### src/design/cvtrim_pkg.sv
// constants shared by the converter trim and swap delay register bank
// assumes one 20 mhz clock, synchronous active-low reset, apb register access
package cvtrim_pkg;

    // =====================================================================
    // bus geometry
    // =====================================================================
    localparam int unsigned APB_AW   = 12;      // byte address width
    localparam int unsigned APB_DW   = 32;      // apb data width
    localparam int unsigned REG_W    = 8;       // every register is one byte wide
    localparam int unsigned IDX_W    = 8;       // register index width
    localparam int unsigned IDX_LSB  = 2;       // byte address is four times the index
    localparam int unsigned TERM_N   = 4;       // analog input pairs a, b, c, d

    // =====================================================================
    // register indices (byte address = index * 4)
    // =====================================================================
    localparam logic [IDX_W-1:0] IDX_GAIN   = 8'h7a;   // core_gain_adjust
    localparam logic [IDX_W-1:0] IDX_REF    = 8'h7c;   // reference_voltage_adjust
    localparam logic [IDX_W-1:0] IDX_TERM_A = 8'h7e;   // input_a_termination_adjust
    localparam logic [IDX_W-1:0] IDX_TERM_B = 8'h7f;   // input_b_termination_adjust
    localparam logic [IDX_W-1:0] IDX_TERM_C = 8'h80;   // input_c_termination_adjust
    localparam logic [IDX_W-1:0] IDX_TERM_D = 8'h81;   // input_d_termination_adjust
    localparam logic [IDX_W-1:0] IDX_OVL    = 8'h9a;   // swap_overlap_length
    localparam logic [IDX_W-1:0] IDX_STEER  = 8'h9b;   // steer_select_delay
    localparam logic [IDX_W-1:0] IDX_STAT   = 8'ha0;   // swap_status, read only
    // termination indices as one table, entry i belongs to input i
    localparam logic [TERM_N-1:0][IDX_W-1:0] IDX_TERM =
        {IDX_TERM_D, IDX_TERM_C, IDX_TERM_B, IDX_TERM_A};

    // =====================================================================
    // reset values
    // =====================================================================
    localparam logic [REG_W-1:0] RST_TRIM  = 8'h00;    // trims before fuse load
    localparam logic [REG_W-1:0] RST_OVL   = 8'h08;    // overlap length
    localparam logic [REG_W-1:0] RST_STEER = 8'h07;    // steering select delay

    // =====================================================================
    // field layout
    // =====================================================================
    localparam int unsigned REF_W   = 4;        // band-gap trim field 3:0
    localparam int unsigned DLY_W   = 5;        // overlap and steer fields 4:0
    localparam int unsigned CNT_W   = 7;        // holds 4 + 2*31 = 66
    localparam int unsigned SEL_W   = 2;        // steering select, one of four cores
    localparam logic [CNT_W-1:0] OVL_BASE = 7'h04;  // fixed part of the overlap
    localparam int unsigned OVL_SHIFT     = 1;      // times two for the field part
    // swap_status bit positions
    localparam int unsigned STAT_OVERLAP = 0;
    localparam int unsigned STAT_BUSY    = 1;
    localparam int unsigned STAT_LOADED  = 2;

endpackage : cvtrim_pkg

### src/design/cvtrim_swap_if.sv
// signals between the register bank and its two swap timing helpers
// assumes all parties run on the same clock as the bank
interface cvtrim_swap_if;
    import cvtrim_pkg::*;

    logic                start;     // one-cycle pulse: background swap begins
    logic [SEL_W-1:0]    sel_req;   // select wanted by the calibration engine
    logic [DLY_W-1:0]    ovl_len;   // overlap field value
    logic [DLY_W-1:0]    steer_dly; // steering delay field value
    logic                overlap;   // two cores sampling the same input
    logic                busy;      // swap in progress
    logic [SEL_W-1:0]    sel_out;   // select actually steering the encoders

    modport ctrl (output start, sel_req, ovl_len, steer_dly,
                  input  overlap, busy, sel_out);
    modport ovl  (input  start, ovl_len, output overlap, busy);
    modport mux  (input  start, busy, sel_req, steer_dly, output sel_out);
endinterface : cvtrim_swap_if

### src/design/cvtrim_overlap_timer.sv
// overlap window timer for a background core swap
// assumes start is a clean one-cycle pulse; a start during a swap restarts it
module cvtrim_overlap_timer
    import cvtrim_pkg::*;
(
    input  wire logic    mclk_i,    // core clock
    input  wire logic    nrst_i,    // synchronous reset, active low
    cvtrim_swap_if.ovl   swp        // swap timing signals
);

    // =====================================================================
    // state
    // =====================================================================
    typedef struct packed {
        logic [CNT_W-1:0] cnt;      // cycles of overlap still to run
    } cvtrim_ovl_state_type;

    cvtrim_ovl_state_type st_r;     // registered state
    cvtrim_ovl_state_type st_nxt;   // next state

    // load 4 + 2*len on start, then count down to zero
    always_comb begin
        st_nxt = st_r;
        if (swp.start) begin
            st_nxt.cnt = OVL_BASE + (CNT_W'(swp.ovl_len) << OVL_SHIFT);
        end else if (st_r.cnt != '0) begin
            st_nxt.cnt = st_r.cnt - 7'h01;
        end
    end

    // register the state
    always_ff @(posedge mclk_i) begin
        if (!nrst_i) begin
            st_r <= '0;
        end else begin
            st_r <= st_nxt;
        end
    end

    // overlap lasts exactly the loaded count; it is the whole swap here
    assign swp.overlap = (st_r.cnt != '0);
    assign swp.busy    = (st_r.cnt != '0);

endmodule : cvtrim_overlap_timer

### src/design/cvtrim_sel_delay.sv
// steering select delay: holds back the select change during a swap
// assumes busy comes from the overlap timer and rises the cycle after start
module cvtrim_sel_delay
    import cvtrim_pkg::*;
(
    input  wire logic    mclk_i,    // core clock
    input  wire logic    nrst_i,    // synchronous reset, active low
    cvtrim_swap_if.mux   swp        // swap timing signals
);

    // =====================================================================
    // state
    // =====================================================================
    typedef struct packed {
        logic             pend;     // a delayed select change is waiting
        logic [DLY_W-1:0] cnt;      // delay cycles left
        logic [SEL_W-1:0] hold;     // select captured at swap start
        logic [SEL_W-1:0] sel;      // select driven to the encoder muxes
    } cvtrim_mux_state_type;

    cvtrim_mux_state_type st_r;     // registered state
    cvtrim_mux_state_type st_nxt;   // next state

    // outside a swap the select follows at once; inside it waits
    always_comb begin
        st_nxt = st_r;
        if (swp.start) begin
            st_nxt.pend = 1'b1;
            st_nxt.cnt  = swp.steer_dly;
            st_nxt.hold = swp.sel_req;
        end else if (st_r.pend) begin
            // a swap that ends early must not strand the old select
            if (st_r.cnt == '0 || !swp.busy) begin
                st_nxt.pend = 1'b0;
                st_nxt.sel  = st_r.hold;
            end else begin
                st_nxt.cnt = st_r.cnt - 5'h01;
            end
        end else begin
            st_nxt.sel = swp.sel_req;           // no delay off-swap
        end
    end

    // register the state
    always_ff @(posedge mclk_i) begin
        if (!nrst_i) begin
            st_r <= '0;
        end else begin
            st_r <= st_nxt;
        end
    end

    assign swp.sel_out = st_r.sel;

endmodule : cvtrim_sel_delay

### src/design/cvtrim_regs.sv
// trim and swap delay register bank of a multi-channel data converter
// assumes an apb master on mclk_i and fuse values stable from reset release
// the calibration engine supplies swap_start_i and core_sel_i
//
// Implementation choice: the APB register port.

module cvtrim_regs
    import cvtrim_pkg::*;
(
    input  wire logic                                  mclk_i,
    input  wire logic                                  nrst_i,
    // apb slave
    input  wire logic                                  psel_i,
    input  wire logic                                  penable_i,
    input  wire logic                                  pwrite_i,
    input  wire logic [cvtrim_pkg::APB_AW-1:0]         paddr_i,
    input  wire logic [cvtrim_pkg::APB_DW-1:0]         pwdata_i,
    output logic      [cvtrim_pkg::APB_DW-1:0]         prdata_o,
    output logic                                       pready_o,
    output logic                                       pslverr_o,
    // factory fuse values
    input  wire logic [cvtrim_pkg::REG_W-1:0]          fuse_gain_i,
    input  wire logic [cvtrim_pkg::REG_W-1:0]          fuse_ref_i,
    input  wire logic [cvtrim_pkg::TERM_N-1:0][cvtrim_pkg::REG_W-1:0] fuse_term_i,
    // trims towards the analog section
    output logic      [cvtrim_pkg::REG_W-1:0]          gain_trim_o,
    output logic      [cvtrim_pkg::REF_W-1:0]          ref_trim_o,
    output logic      [cvtrim_pkg::TERM_N-1:0][cvtrim_pkg::REG_W-1:0] term_trim_o,
    // background swap control
    input  wire logic                                  swap_start_i,
    input  wire logic [cvtrim_pkg::SEL_W-1:0]          core_sel_i,
    output logic                                       overlap_active_o,
    output logic      [cvtrim_pkg::SEL_W-1:0]          steer_sel_o
);
    import cvtrim_pkg::*;

    // =====================================================================
    // state
    // =====================================================================
    typedef struct packed {
        logic [REG_W-1:0]             gain;    // core_gain_adjust
        logic [REG_W-1:0]             refv;    // reference_voltage_adjust
        logic [TERM_N-1:0][REG_W-1:0] term;    // termination trims a..d
        logic [REG_W-1:0]             ovl;     // swap_overlap_length
        logic [REG_W-1:0]             steer;   // steer_select_delay
        logic                         loaded;  // fuse values have been taken
        logic [APB_DW-1:0]            rdata;   // read data for the access phase
        logic                         slverr;  // error answer for the access phase
    } cvtrim_top_state_type;

    cvtrim_top_state_type st_r;                // registered state
    cvtrim_top_state_type st_nxt;              // next state

    // =====================================================================
    // address decode
    // =====================================================================
    logic [IDX_W-1:0]  idx;                    // word index of the access
    logic              aligned;                // low bits zero, high bits in range
    logic [TERM_N-1:0] term_hit;               // one per termination register
    logic              setup_ph;               // apb setup cycle
    logic              wr_acc;                 // apb write taking effect now

    assign idx      = paddr_i[IDX_LSB +: IDX_W];
    assign aligned  = (paddr_i[IDX_LSB-1:0] == '0) &&
                      (paddr_i[APB_AW-1:IDX_LSB+IDX_W] == '0);
    assign setup_ph = psel_i & ~penable_i;
    assign wr_acc   = psel_i & penable_i & pwrite_i;

    // per-input termination decode and trim output
    genvar gi;
    generate
        for (gi = 0; gi < TERM_N; gi++) begin : g_term
            assign term_hit[gi]    = aligned & (idx == IDX_TERM[gi]);
            assign term_trim_o[gi] = st_r.term[gi];    // only input gi
        end
    endgenerate

    // =====================================================================
    // swap helpers
    // =====================================================================
    cvtrim_swap_if swp ();                     // shared swap timing bundle

    assign swp.start     = swap_start_i;
    assign swp.sel_req   = core_sel_i;
    // reserved bits 7:5 are stored but never reach the timers
    assign swp.ovl_len   = st_r.ovl[DLY_W-1:0];
    assign swp.steer_dly = st_r.steer[DLY_W-1:0];

    // overlap window length per swap
    cvtrim_overlap_timer u_ovl (
        .mclk_i (mclk_i),
        .nrst_i (nrst_i),
        .swp    (swp.ovl)
    );

    // select steering with swap-only delay
    cvtrim_sel_delay u_mux (
        .mclk_i (mclk_i),
        .nrst_i (nrst_i),
        .swp    (swp.mux)
    );

    // =====================================================================
    // register file and apb
    // =====================================================================
    // reads are captured in setup, so prdata comes from a flop and
    // the slave still answers with zero wait states
    always_comb begin
        logic [REG_W-1:0] rd;                  // byte selected for reading
        logic             hit;                 // address maps to a register
        rd     = '0;
        hit    = 1'b1;
        st_nxt = st_r;

        // read mux, in address order
        if (!aligned) begin
            hit = 1'b0;                        // misaligned or out-of-range address
        end else if (idx == IDX_GAIN) begin
            rd = st_r.gain;
        end else if (idx == IDX_REF) begin
            rd = st_r.refv;                    // reserved 7:4 read as stored
        end else if (|term_hit) begin
            for (int i = 0; i < TERM_N; i++) begin
                if (term_hit[i]) begin
                    rd = st_r.term[i];
                end
            end
        end else if (idx == IDX_OVL) begin
            rd = st_r.ovl;
        end else if (idx == IDX_STEER) begin
            rd = st_r.steer;
        end else if (idx == IDX_STAT) begin
            rd[STAT_OVERLAP] = swp.overlap;
            rd[STAT_BUSY]    = swp.busy;
            rd[STAT_LOADED]  = st_r.loaded;
        end else begin
            hit = 1'b0;                        // unmapped index
        end

        // setup cycle: prepare the answer for the access phase
        if (setup_ph) begin
            st_nxt.rdata  = {{(APB_DW-REG_W){1'b0}}, pwrite_i ? 8'h00 : rd};
            st_nxt.slverr = ~hit;
        end

        // first cycle after reset release: take the factory trims
        if (!st_r.loaded) begin
            st_nxt.loaded = 1'b1;
            st_nxt.gain   = fuse_gain_i;
            st_nxt.refv   = fuse_ref_i;
            st_nxt.term   = fuse_term_i;
        end else if (wr_acc && hit) begin
            // software adjusts trims after the fuse load
            // all bits stored; software keeps reserved bits at default
            if (idx == IDX_GAIN) begin
                st_nxt.gain = pwdata_i[REG_W-1:0];
            end else if (idx == IDX_REF) begin
                st_nxt.refv = pwdata_i[REG_W-1:0];
            end else if (|term_hit) begin
                for (int i = 0; i < TERM_N; i++) begin
                    if (term_hit[i]) begin
                        st_nxt.term[i] = pwdata_i[REG_W-1:0];
                    end
                end
            end else if (idx == IDX_OVL) begin
                // any value 0..31 accepted; no guard against a running
                // calibration, software must stop it first
                st_nxt.ovl = pwdata_i[REG_W-1:0];
            end else if (idx == IDX_STEER) begin
                st_nxt.steer = pwdata_i[REG_W-1:0];
            end else begin
                st_nxt.steer = st_r.steer;             // status is read only
            end
        end
    end

    // register the state
    always_ff @(posedge mclk_i) begin
        if (!nrst_i) begin
            st_r        <= '0;
            st_r.gain   <= RST_TRIM;
            st_r.refv   <= RST_TRIM;
            st_r.term   <= {TERM_N{RST_TRIM}};
            st_r.ovl    <= RST_OVL;
            st_r.steer  <= RST_STEER;
            st_r.loaded <= 1'b0;
        end else begin
            st_r <= st_nxt;
        end
    end

    // =====================================================================
    // outputs
    // =====================================================================
    assign pready_o         = 1'b1;                    // never stretches access
    assign prdata_o         = st_r.rdata;
    assign pslverr_o        = st_r.slverr;
    assign gain_trim_o      = st_r.gain;               // one value, all cores
    assign ref_trim_o       = st_r.refv[REF_W-1:0];
    assign overlap_active_o = swp.overlap;
    assign steer_sel_o      = swp.sel_out;

endmodule : cvtrim_regs

### config.mk
export PLATFORM = sky130hd
export DESIGN_NAME = cvtrim_regs
export DESIGN_NICKNAME = d
export VERILOG_FILES = /design/src/design/cvtrim_pkg.sv /design/src/design/cvtrim_swap_if.sv /design/src/design/cvtrim_overlap_timer.sv /design/src/design/cvtrim_sel_delay.sv /design/src/design/cvtrim_regs.sv
export SDC_FILE = /design/constraint.sdc
export NUM_CORES = 1
export LEC_CHECK = 0
export ABC_CLOCK_PERIOD_IN_PS = 2900
export BUFFER_PORTS_ARGS = -buffer_cell sky130_fd_sc_hd__clkbuf_2
export CAP_MARGIN = 20
export CORE_ASPECT_RATIO = 0.7
export CORE_MARGIN = 3
export CORE_UTILIZATION = 50
export DETAILED_ROUTE_END_ITERATION = 12
export GPL_ROUTABILITY_DRIVEN = 0
export PLACE_DENSITY_LB_ADDON = 0.3
export REMOVE_ABC_BUFFERS = 1
export SLEW_MARGIN = 10
export SYNTH_ARGS = -nofsm -noshare
export SYNTH_HDL_FRONTEND = slang
export SYNTH_SLANG_ARGS = --single-unit
### constraint.sdc
create_clock -name mclk_i -period 2.9 [get_ports mclk_i]
set_input_delay 0.58 -clock mclk_i [delete_from_list [all_inputs] [get_ports mclk_i]]
set_output_delay 0.58 -clock mclk_i [all_outputs]
set_load 0.005 [all_outputs]
-- Word-level counts from Yosys, hierarchy flattened
Cells that the tools add are included.
- flip-flop bits (word level): 91
- output and inout port bits: 81
- add/subtract/negate cells: 3
- equality and inequality tests: 21
- multiplexer cells: 45
- bitwise logic cells: 14
- reductions and logical operators: 21
- operators with widths (kind ; count):
    $mux 8 ; 19
    $mux 48 ; 2
    $mux 64 ; 1
    $mux 56 ; 1
    $eq 8x8->1 const B ; 5
    $mux 34 ; 1
    $eq 8x7->1 const B ; 4
    $mux 32 ; 1
    $reduce_and 5->1 ; 4
    $mux 16 ; 1
    $ne 2x1->1 const B ; 8
    $mux 7 ; 2
    $mux 6 ; 2
    $mux 5 ; 2
    $mux 9 ; 1
    $mux 1 ; 8
    $ne 2x2->1 const B ; 4
    $add 3x6->7 const A ; 1
    $and 1x1->1 ; 7
    $not 1->1 ; 7
    $reduce_and 7->1 ; 1
    $reduce_bool 7->1 ; 1
    $sub 7x1->7 const B ; 1
    $mux 3 ; 2
    12 further kinds ; 18

-- Logic depth before layout (Yosys ltp)
Gate-level depths: netlist of run 1.
- depth in word-level cells: 14
- depth in mapped cells: 8
- depth with buffers taken out: 7

-- By module
From an unflattened synthesis of run 1, not the netlist that was laid out.
- cell total of the unflattened synthesis: 670
- area, all modules: 5606.6 µm²
- modules (own cells, without submodules) (module ; times used ; cells each ; area each (µm²) ; seq. area each (µm²)):
    cvtrim_regs ; 1 ; 557 ; 4583.1 ; 1481.4
    cvtrim_sel_delay ; 1 ; 61 ; 560.5 ; 200.2
    cvtrim_overlap_timer ; 1 ; 52 ; 462.9 ; 140.1

-- Worst setup path after synthesis of run 1
No wires, ideal clock.
- path kind: in2reg
- start: in paddr_i[1] (netlist bit)
- end: reg st_r (netlist bit prdata_o[2])
- setup time: 59 ps
- arrival time: 2312 ps
- data required time: 2841 ps
- path slack: 529 ps
- stages: 7
- buffers on the path: 2
- path through: or4_1 > buf_2 > or4_1 > buf_2 > o31a_1 > a21oi_1 > o31a_1
- longest elaborated chain between the ends: 12
- elaborated cells between the ends (all ways): 16
- ends and longest elaborated chain (element ; line ; RTL):
    start: declaration ; cvtrim_regs.sv:16 ; input wire logic [cvtrim_pkg::APB_AW-1:0] paddr_i,
    $logic_not 2->1 * ; cvtrim_regs.sv:64 ; assign aligned = (paddr_i[IDX_LSB-1:0] == '0) &&
    $logic_and 1x1->1 * ; cvtrim_regs.sv:64 ;
    $and 1x1->1 ; cvtrim_regs.sv:73 ; assign term_hit[gi] = aligned & (idx == IDX_TERM[gi]);
    $mux 8 (4 in series) ; cvtrim_regs.sv:124 ; if (term_hit[i]) begin
    $mux 8 ; cvtrim_regs.sv:122 ; end else if (|term_hit) begin
    $mux 8 ; cvtrim_regs.sv:120 ; end else if (idx == IDX_REF) begin
    $mux 8 ; cvtrim_regs.sv:118 ; end else if (idx == IDX_GAIN) begin
    $mux 8 * ; cvtrim_regs.sv:116 ; if (!aligned) begin
    $mux 8 * ; cvtrim_regs.sv:142 ; st_nxt.rdata = {{(APB_DW-REG_W){1'b0}}, pwrite_i ? 8'h00 : rd};
    end signal: assignment ; cvtrim_regs.sv:188 ; st_r <= st_nxt;
    end: declaration ; cvtrim_regs.sv:51 ; cvtrim_top_state_type st_r;
Mark *: on every way between the ends. The rest lies on a longest branch, timed or not.
A chain may end at the register's enable or synchronous reset.

-- Worst setup path after layout of run 1
- start: in paddr_i[1] (netlist bit)
- end: reg st_r (netlist bit term_trim_o[1])
- longest elaborated chain between the ends: 11
- elaborated cells between the ends (all ways): 16
- ends and longest elaborated chain (element ; line ; RTL):
    $logic_not 2->1 * ; cvtrim_regs.sv:64 ;
    $logic_and 1x1->1 * ; cvtrim_regs.sv:64 ;
    $and 1x1->1 ; cvtrim_regs.sv:73 ;
    $reduce_or 4->1 ; cvtrim_regs.sv:122, cvtrim_regs.sv:159 ;
    $mux 1 ; cvtrim_regs.sv:122 ;
    $mux 1 ; cvtrim_regs.sv:120 ;
    $mux 1 ; cvtrim_regs.sv:118 ;
    $mux 1 ; cvtrim_regs.sv:116 ;
    $logic_and 1x1->1 ; cvtrim_regs.sv:152 ; end else if (wr_acc && hit) begin
    $ne 2x1->1 (no source line) ; n/a ;
    $reduce_and 5->1 (no source line) * ; n/a ;
Marks and branches as above.

==> run metrics, run 1 <==
status complete, no violations; Clock Skew 0.005517 ns; required time worst endpoint 3.17 ns; RSZ-0062 raised after global routing no; share of async-settable or async-resettable flops after synthesis 0%; number of global-route vias before repair 4647; fmax 415.3 MHz; initial core utilization 52.65%; post-CTS sizing 0; diode count 0; area leader, netlist dfxtp_1; commonest register cell after synthesis dfxtp_1; grt ovf 0; clock latency on the worst-skew pair 0.34 ns; CP cell instances clkbuf_2, or4_1, or4_1, o21ai_4, o21ai_0, a31oi_1; final HPWL from detailed placement 12030 um; IO Count 181; peak supply drop 337.1 uV; Leakage 2.492 nW; initial antenna violation count 1; die height 91.63 um; power after layout 0.002891 W; max cap viols 0; Nets 798; Final Instance Area 5864 um2; arrival time worst endpoint 2.67 ns; final wirelength 16310 um; synth warn 0; Final Hold Fails 0; CTS tree built; Synth Area in Simple Gates 16.22%; multiplexer area fraction after synthesis 8.075%; Die Width 128.3 um; share of the synthesized area in the top cell type 34.78%; Mapped Cells 615; # H-tree levels 3; CTS Sinks 91; # setup viols final 0; max_slew headroom 42.36%; gr usage total 26.99%; Rows 30; slowest stage cell on the critical path or4_1; Post-CTS Hold Buffers 0; pin count of the biggest net entering global routing 38; Sum Neg Setup Slack 0 ns; CP Class input pin to flip-flop; EDFF count, synth 0; Synth Cell Area 5238 um2; DRC 0; Avg Vias per Cell 6.085; crit path time final 2.408 ns; Port Buffers 131; area of the multi-input gates 2738 um2; post-synthesis sequential area ratio 34.78%; most frequent CP cell or4_1; Power Dens Cells 492.9 nW/um2; XOR/XNOR Fraction of Synth Area 1.003%; drt wl/cell 19.77 um; clock-pin slew on the worst setup and hold paths 0.06 ns; Cell variety after synth 62; worst-path fanout max 16; cts bufs inserted 9; min-delay worst type input pin to flip-flop; Die ar. 11760 um2; layout cells sized above 1 26.11%; ANT nets after route 0; Worst setup EP type flip-flop; Fillers 898; fin. max-slew vios 0; first-pass GRT wire length 24890 um; adder-cell area share of the yosys netlist 0.9556%; critical path's largest stage delay 0.68 ns; Root Driver clkbuf_16; Post-CTS Setup Repair Bufs 0; core footprint 9947 um2; Avg Cell Area, Syn 8.516 um2; CP Launch Type input pin; Area contributors post-synth dfxtp_1 35%, buf_4 11%, mux2i_1 7.6%; DRT iter0 DRCs 567; Reg area 1822 um2; Bufs on Longest Clock Path 2; drt pass-1 iters 6; largest family of logic cells by synthesized area compound AO/OA/AOI/OAI gates; Period Utilization, post-route 83.04%; #FFs+latches synth 91; vias after detailed routing 5020; placed cell area 5597 um2; post-synthesis compound-gate area fraction 24.22%; Area Growth Syn to Fin 11.97%; Worst-Margin Slew 0.8606 ns
layout make-up:
type	instances	share of cell area, %
Clock buffer	11	4.310
Clock inverter	3	0.2560
Inverter	11	0.7041
Multi-Input combinational cell	426	46.68
Sequential cell	91	31.06
Tap cell	128	2.731
Timing Repair Buffer	155	14.25
Yosys cell counts, types with 5 or more instances:
cell type   n
buf_4      79
inv_1      10
o211ai_1   11
mux2i_1    40
clkbuf_1   18
nor2b_1    12
buf_1       7
o31ai_1     7
nand3_1     6
o22ai_1     7
nand4_1     5
o21ai_0    38
o21a_1      7
or3_1       5
a22oi_1    36
a2111oi_0   5
nor3_1     15
a2bb2oi_1   6
nand2_1    45
dfxtp_1    91
a211oi_1   15
buf_2       5
nor2_1     45
a21oi_1    15
a31oi_1    17
worst paths after layout:
| check | end | cells after the start | slack [ns] | startpoint |
|---|---|---|---|---|
| max | term_trim_o[1] | 6 | 0.49 | paddr_i[1] |
| max reg2reg | prdata_o[0] | 5 | 0.79 | u_ovl.st_r[3] |
| min | term_trim_o[30] | 3 | 0.43 | fuse_term_i[30] |
| min reg2reg | prdata_o[6] | 2 | 0.47 | prdata_o[6] |
report_power, final:
group	internal (W)	total [W]	switching, W
clock	0.000613	0.00108	0.000467
combinational	0.000182	0.000442	0.000260
sequential	0.00131	0.00137	0.0000551
flip-flops by register name (all words and copies together) (netlist names):
| name | flops |
|---|---|
| ref_trim_o | 4 |
| pslverr_o | 1 |
| gain_trim_o | 8 |
| prdata_o | 8 |
| st_r | 21 |
| u_ovl.st_r | 7 |
| term_trim_o | 32 |
| u_mux.swp.sel_out | 2 |
| u_mux.st_r | 8 |
placed cells by master (no fill, tap or decap), types with 6 or more instances in the layout:
| master | Yosys | layout |
|---|---|---|
| o22ai_1 | 7 | 7 |
| a2bb2oi_1 | 6 | 6 |
| a211oi_1 | 15 | 15 |
| mux2i_1 | 40 | 40 |
| buf_4 | 79 | 24 |
| clkbuf_2 | 0 | 131 |
| a22oi_1 | 36 | 36 |
| nand2_1 | 45 | 45 |
| clkbuf_16 | 0 | 9 |
| a31oi_1 | 17 | 17 |
| conb_1 | 2 | 25 |
| o21a_1 | 7 | 7 |
| nor2b_1 | 12 | 12 |
| nor2_1 | 45 | 45 |
| a21oi_1 | 15 | 15 |
| nor3_1 | 15 | 15 |
| o21ai_0 | 38 | 38 |
| nand3_1 | 6 | 6 |
| inv_1 | 10 | 10 |
| o211ai_1 | 11 | 11 |
| o31ai_1 | 7 | 7 |
| dfxtp_1 | 91 | 91 |
per-layer routing:
metal	share of wire, %	up-vias	global-route usage (%)
met2	43	294	39.08
met3	13	36	9.837
met5	0.080	-	0
met4	1.8	2	7.155
li1	-	2325	-
met1	42	2363	37.78
through the flow:
step | hold slack [ns] | setup slack [ns] | util, % | std cells
after floorplan | 0.4487 | 0.3524 | - | 528
after global placement | 0.4567 | 0.2720 | 56.26 | 811
after detailed placement | 0.4576 | 0.2091 | 56.26 | 811
after CTS | 0.4239 | 0.5585 | 58.96 | 825
after global routing | 0.4304 | 0.4124 | 58.96 | 825
final | 0.4325 | 0.4918 | 58.96 | 825
logic make-up (layout without fill, tap and decap cells):
logic type / count (synthesis) / after routing
compound gates: 185 / 185
other cells: 2 / 25
buf+inv: 121 / 180
flops: 91 / 91
xor+xnor: 6 / 6
simple gates: 164 / 164
mux: 42 / 42
fa+ha+maj: 4 / 4
worst max-delay path: cells and delay by family:
family / cells / cell delay, ns
compound gates: 3 / 0.74
buf+inv: 1 / 0.09
simple gates: 2 / 1.26
Power figures use the tool's default switching activity.
==> inputs of run 2 (changes only) <==
--- a/config.mk
+++ b/config.mk
@@ -5,7 +5,7 @@
 export SDC_FILE = /design/constraint.sdc
 export NUM_CORES = 1
 export LEC_CHECK = 0
-export ABC_CLOCK_PERIOD_IN_PS = 2900
+export ABC_CLOCK_PERIOD_IN_PS = 2300
 export BUFFER_PORTS_ARGS = -buffer_cell sky130_fd_sc_hd__clkbuf_2
 export CAP_MARGIN = 20
 export CORE_ASPECT_RATIO = 0.7
==> constraint.sdc (replaced) <==
create_clock -name mclk_i -period 2.3 [get_ports mclk_i]
set_input_delay 0.46 -clock mclk_i [delete_from_list [all_inputs] [get_ports mclk_i]]
set_output_delay 0.46 -clock mclk_i [all_outputs]
set_load 0.005 [all_outputs]
==> run metrics, run 2 (synthesis gave the netlist of run 1 again) <==
status complete, no violations; pin count of the biggest net entering global routing 36 (-5.3%); Reg2Reg Launch Point u_ovl.st_r[3]; diode count 0 (unchanged); Final Hold Fails 0 (unchanged); Sw Pwr 0.001046 W (+34%); Nets 826 (+3.5%); CP Launch Type input pin; Clock Skew 0.004960 ns (-0.0005573 ns); Power Dens Cells 622.4 nW/um2 (+26%); number of flip-flops in the largest register 32 (unchanged); required time worst endpoint 2.57 ns (-0.60 ns); final HPWL from detailed placement 12390 um (+3.0%); Cell Count, Final, Fillers Out 855 (+3.6%); RSZ-0062 raised after global routing no; Avg Vias per Cell 5.972 (-1.9%); Period Utilization, post-route 93.94%; peak supply drop 338.6 uV (+0.44%); worst reg2reg setup slack 0.52 ns (-0.27 ns); hold path depth 3 (unchanged); Internal 0.002777 W (+32%); Sequential Power Share 45.2% (-2.1 points); drt wl/cell 19.23 um (-2.8%); Worst-Margin Slew 0.7895 ns (-0.07119 ns); number of global-route vias before repair 4736 (+1.9%); arrival time worst endpoint 2.43 ns (-0.24 ns); fmax 462.8 MHz; Worst setup EP type flip-flop; most frequent cells in the layout 131 x clkbuf_2, 91 x dfxtp_1, 50 x buf_4; vias after detailed routing 5106 (+1.7%); gr usage total 27.03% (+0.034 points); layout cells sized above 1 29.30% (+3.2 points); Root Driver clkbuf_16; cts bufs inserted 9 (unchanged); hold slack 0.3033 ns (-0.1291 ns); critical register-to-register path endpoint prdata_o[0]; max cap viols 0 (unchanged); R2R depth 5 (unchanged); die height 91.63 um (unchanged); Final Instance Area 6141 um2 (+4.7%); CTS tree built; final wirelength 16440 um (+0.78%); Bufs on Longest Clock Path 2 (unchanged); # H-tree levels 3 (unchanged); clock share of power 39.7% (+2.3 points); Leakage 2.631 nW (+5.6%); Port Buffers 131 (unchanged); Hold EP term_trim_o[27]; Rows 30 (unchanged); initial core utilization 52.65% (unchanged); Post-CTS Hold Buffers 0 (unchanged); Area Growth Syn to Fin 17.25%; worst-path fanout max 13 (-3); clock-pin slew on the worst setup and hold paths 0.07 ns (about the same); DRT iter0 DRCs 424 (-25%); first-pass GRT wire length 24940 um (+0.22%); Die Width 128.3 um (unchanged); most common cell after layout, fill and taps aside clkbuf_2; fin. max-slew vios 0 (unchanged); # setup viols final 0 (unchanged); switch share 27.36% (+0.31 points); initial antenna violation count 0 (-1); min-delay worst type input pin to flip-flop; crit path time final 2.161 ns; Sum Neg Setup Slack 0 ns (unchanged); max_slew headroom 47.12% (+4.8 points); ANT nets after route 0 (unchanged); IO Count 181 (unchanged); drt pass-1 iters 5 (-1); Hold Path Origin fuse_term_i[27]; Die ar. 11760 um2 (unchanged); DP Cell Count 839 (+3.5%); clock latency on the worst-skew pair 0.35 ns (about the same); Comb power frac 15.2% (about the same); core footprint 9947 um2 (unchanged); placed cell area 5832 um2 (+4.2%); grt ovf 0 (unchanged); CP Class input pin to flip-flop; CTS Sinks 91 (unchanged); DRC 0 (unchanged)
==> run 2: changes by cell type in the layout (fill, tap and decap cells not counted), sizes merged <==
cell,change
buf,+28
clkinv,-2
clkinvlp,+4
bufinv,+1
clkbuf,-1
==> run 2: layer usage <==
layer / part of all wire [%] / track usage (%)
met5: 0 / 0
met2: 43 / 39.90
met3: 12 / 9.604
met4: 1.3 / 5.742
met1: 44 / 37.97
==> run 2: cell type report <==
class	count	area, um2
fillers	852	3806
multi-input cells	426	2743
flip-flops and latches	91	1822
repair buffers	183	1071
clock buffers	10	239.0
well taps	128	160.2
clock inverters	6	65.06
inverters	11	41.29
==> run 2: stage by stage <==
step / setup WS, ns / utilization, % / power, W
final: 0.1394 / 61.74 / 0.003822
after global routing: 0.007605 / 61.74 / 0.003963
after CTS: 0.1309 / 61.69 / 0.003821
after detailed placement: -0.1928 / 58.63 / 0.002326
after global placement: -0.1639 / 58.63 / 0.002306
after floorplan: -0.1276 / - / 0.002013
==> run 2: critical path: stages <==
cell      delay, ns
clkbuf_2       0.09
or4_1          0.65
or4_1          0.46
buf_4          0.18
o21ai_4        0.28
o21ai_0        0.14
a31oi_1        0.16
==> run 2: power by group through the flow <==
stage	combinational [W]	clock, W	sequential (W)
after floorplan	0.000267	0	0.00175
after global placement	0.000551	0	0.00176
after detailed placement	0.000568	0	0.00176
after CTS	0.000571	0.00153	0.00172
after global routing	0.000636	0.00159	0.00174
final	0.000580	0.00152	0.00173
==> run 2: how the worst max path moves through the flow <==
stage	from	slack [ns]	cells after the start	to
2_1_floorplan	paddr_i[1]	-0.13	5	prdata_o[2]
3_3_place_gp	paddr_i[1]	-0.16	7	term_trim_o[5]
3_5_place_dp	paddr_i[1]	-0.19	7	term_trim_o[3]
4_1_cts	u_ovl.st_r[3]	0.13	4	overlap_active_o
5_1_grt	paddr_i[1]	0.008	7	term_trim_o[3]
6_report	paddr_i[1]	0.14	7	term_trim_o[3]
==> run 2: what timing repair did <==
item | 4_1_cts | 5_1_grt
endpoints found under the setup margin | 0 | 1
gates resized for setup | 0 | 1
buffers inserted | 0 | 0
==> inputs of run 3 (changes only) <==
--- a/config.mk
+++ b/config.mk
@@ -8,7 +8,6 @@
 export ABC_CLOCK_PERIOD_IN_PS = 2300
 export BUFFER_PORTS_ARGS = -buffer_cell sky130_fd_sc_hd__clkbuf_2
 export CAP_MARGIN = 20
-export CORE_ASPECT_RATIO = 0.7
 export CORE_MARGIN = 3
 export CORE_UTILIZATION = 50
 export DETAILED_ROUTE_END_ITERATION = 12
==> run metrics, run 3 (synthesis gave the netlist of run 1 again) <==
status complete, no violations; drt wl/cell 18.73 um (-2.6%); Sum Neg Setup Slack 0 ns (unchanged); critical path's largest stage delay 0.37 ns (-0.28 ns); final setup margin 0.1478 ns (+0.008359 ns); CP bufs+invs 2 (unchanged); initial core utilization 52.38% (-0.28 points); Rows 36 (+20%); Final Instance Area 6043 um2 (-1.6%); Top Layer Used met4; die height 108.3 um (+18%); number of global-route vias before repair 4720 (-0.34%); Cell Count, Final, Fillers Out 864 (+1.1%); layout cells sized above 1 29.45% (+0.15 points); # setup viols final 0 (unchanged); pin count of the biggest net entering global routing 34 (-5.6%); Area Growth Syn to Fin 15.38%; DRC 0 (unchanged); Die Width 108.3 um (-16%); core footprint 10000 um2 (+0.53%); initial antenna violation count 1 (+1); Nets 829 (+0.36%); CTS Sinks 91 (unchanged); arrival time worst endpoint 1.69 ns (-0.74 ns); CP delay by family, top simple AND/OR/NAND/NOR gates; max cap viols 0 (unchanged); # H-tree levels 3 (unchanged); IO Count 181 (unchanged); min-delay worst type input pin to flip-flop; final wirelength 16180 um (-1.6%); DRT iter0 DRCs 387 (-8.7%); CP Launch Type flip-flop; first-pass GRT wire length 24920 um (-0.11%); required time worst endpoint 1.84 ns (-0.73 ns); vias after detailed routing 5081 (-0.49%); final HPWL from detailed placement 12150 um (-1.9%); met2 wire length 7087 um (+0.41%); gr usage total 27.55% (+0.52 points); Power Dens Cells 571.0 nW/um2 (-8.3%); final core area utilization 60.44% (-1.3 points); fmax 464.6 MHz (+0.39%); slowest stage cell on the critical path dfxtp_1; placed cell area 5836 um2 (about the same); Avg Vias per Cell 5.881 (-1.5%); Period Utilization, post-route 93.57% (-0.36 points); Bufs on Longest Clock Path 2 (unchanged); CTS tree built; most common cell after layout, fill and taps aside clkbuf_2; CP Class flip-flop to primary output; Post-CTS Setup Repair Bufs 0 (unchanged); clock-pin slew on the worst setup and hold paths 0.10 ns (+0.03 ns); peak supply drop 348.7 uV (+3.0%); grt ovf 0 (unchanged); number of flip-flops in the largest register 32 (unchanged); drt pass-1 iters 5 (unchanged); Final Hold Fails 0 (unchanged); Metal-1 WL 6798 um (-5.6%); fin. max-slew vios 0 (unchanged); Root Driver clkbuf_8; most frequent cells in the layout 131 x clkbuf_2, 91 x dfxtp_1, 55 x buf_4; CP cell instances nor3_1, nand3_2, buf_4, clkbuf_2; clock latency on the worst-skew pair 0.37 ns (+0.02 ns); Port Buffers 131 (unchanged); DP Worst Slack -0.1760 ns (+0.01678 ns); Met3 Wirelength 1906 um (-3.2%); worst-path fanout max 7 (-6); Clock Skew 0.01307 ns (+0.008108 ns); crit path time final 2.152 ns (-0.008359 ns); Worst setup EP type primary output; Leakage 2.608 nW (-0.90%); cts bufs inserted 9 (unchanged); Worst-Margin Slew 0.7227 ns (-0.06673 ns); ANT nets after route 0 (unchanged); DP Cell Count 847 (+0.95%); Die ar. 11740 um2 (-0.17%); max_slew headroom 51.64% (+4.5 points)
[run 3: final timing paths]
kind                    from          endpoint  slack [ns]  cells past startpoint
max            u_ovl.st_r[3]  overlap_active_o        0.15                      4
min          fuse_term_i[28]   term_trim_o[28]        0.27                      3
max reg2reg    u_ovl.st_r[3]     u_mux.st_r[4]        0.43                      6
min reg2reg      prdata_o[4]       prdata_o[4]        0.49                      2
[run 3: tightest hold or removal path, delay by kind of cell]
kind,cells,cell delay [ns]
simple gates,2,0.09
buf+inv,1,0.07
[run 3: routing by layer]
| layer | track usage (%) | vias up |
|---|---|---|
| met5 | 0 | - |
| met3 | 5.313 | 32 |
| li1 | - | 2381 |
| met1 | 39.28 | 2356 |
| met2 | 41.56 | 312 |
| met4 | 9.648 | 0 |
[run 3: power by group]
part	internal [W]	leakage, nW	switching, W	total, W
clock network	0.000519	0.103	0.000625	0.00114
logic	0.000255	1.76	0.000328	0.000583
registers	0.00165	0.747	0.0000699	0.00172
total	0.00243	2.61	0.00102	0.00345
[run 3: metrics by stage]
stage / power, W / hold WS, ns
global route: 0.003599 / 0.2836
global placement: 0.002312 / 0.4556
CTS: 0.003451 / 0.2685
finish: 0.003451 / 0.2705
floorplan: 0.002013 / 0.4487
detailed placement: 0.002329 / 0.4469
[run 3: area by class of cell]
| type | instances | area [um2] |
|---|---|---|
| Antenna cell | 1 | 2.502 |
| Clock buffer | 10 | 127.6 |
| Clock inverter | 6 | 72.57 |
| Fill cell | 916 | 3956 |
| Inverter | 11 | 41.29 |
| Multi-Input combinational cell | 426 | 2743 |
| Sequential cell | 91 | 1822 |
| Tap cell | 133 | 166.4 |
| Timing Repair Buffer | 186 | 1069 |
[run 3: repair_timing]
action	4_1_cts	5_1_grt
hold buffers	0	0
endpoints found under the hold margin	0	0
setup endpoints to repair	0	1
resized for setup	0	1
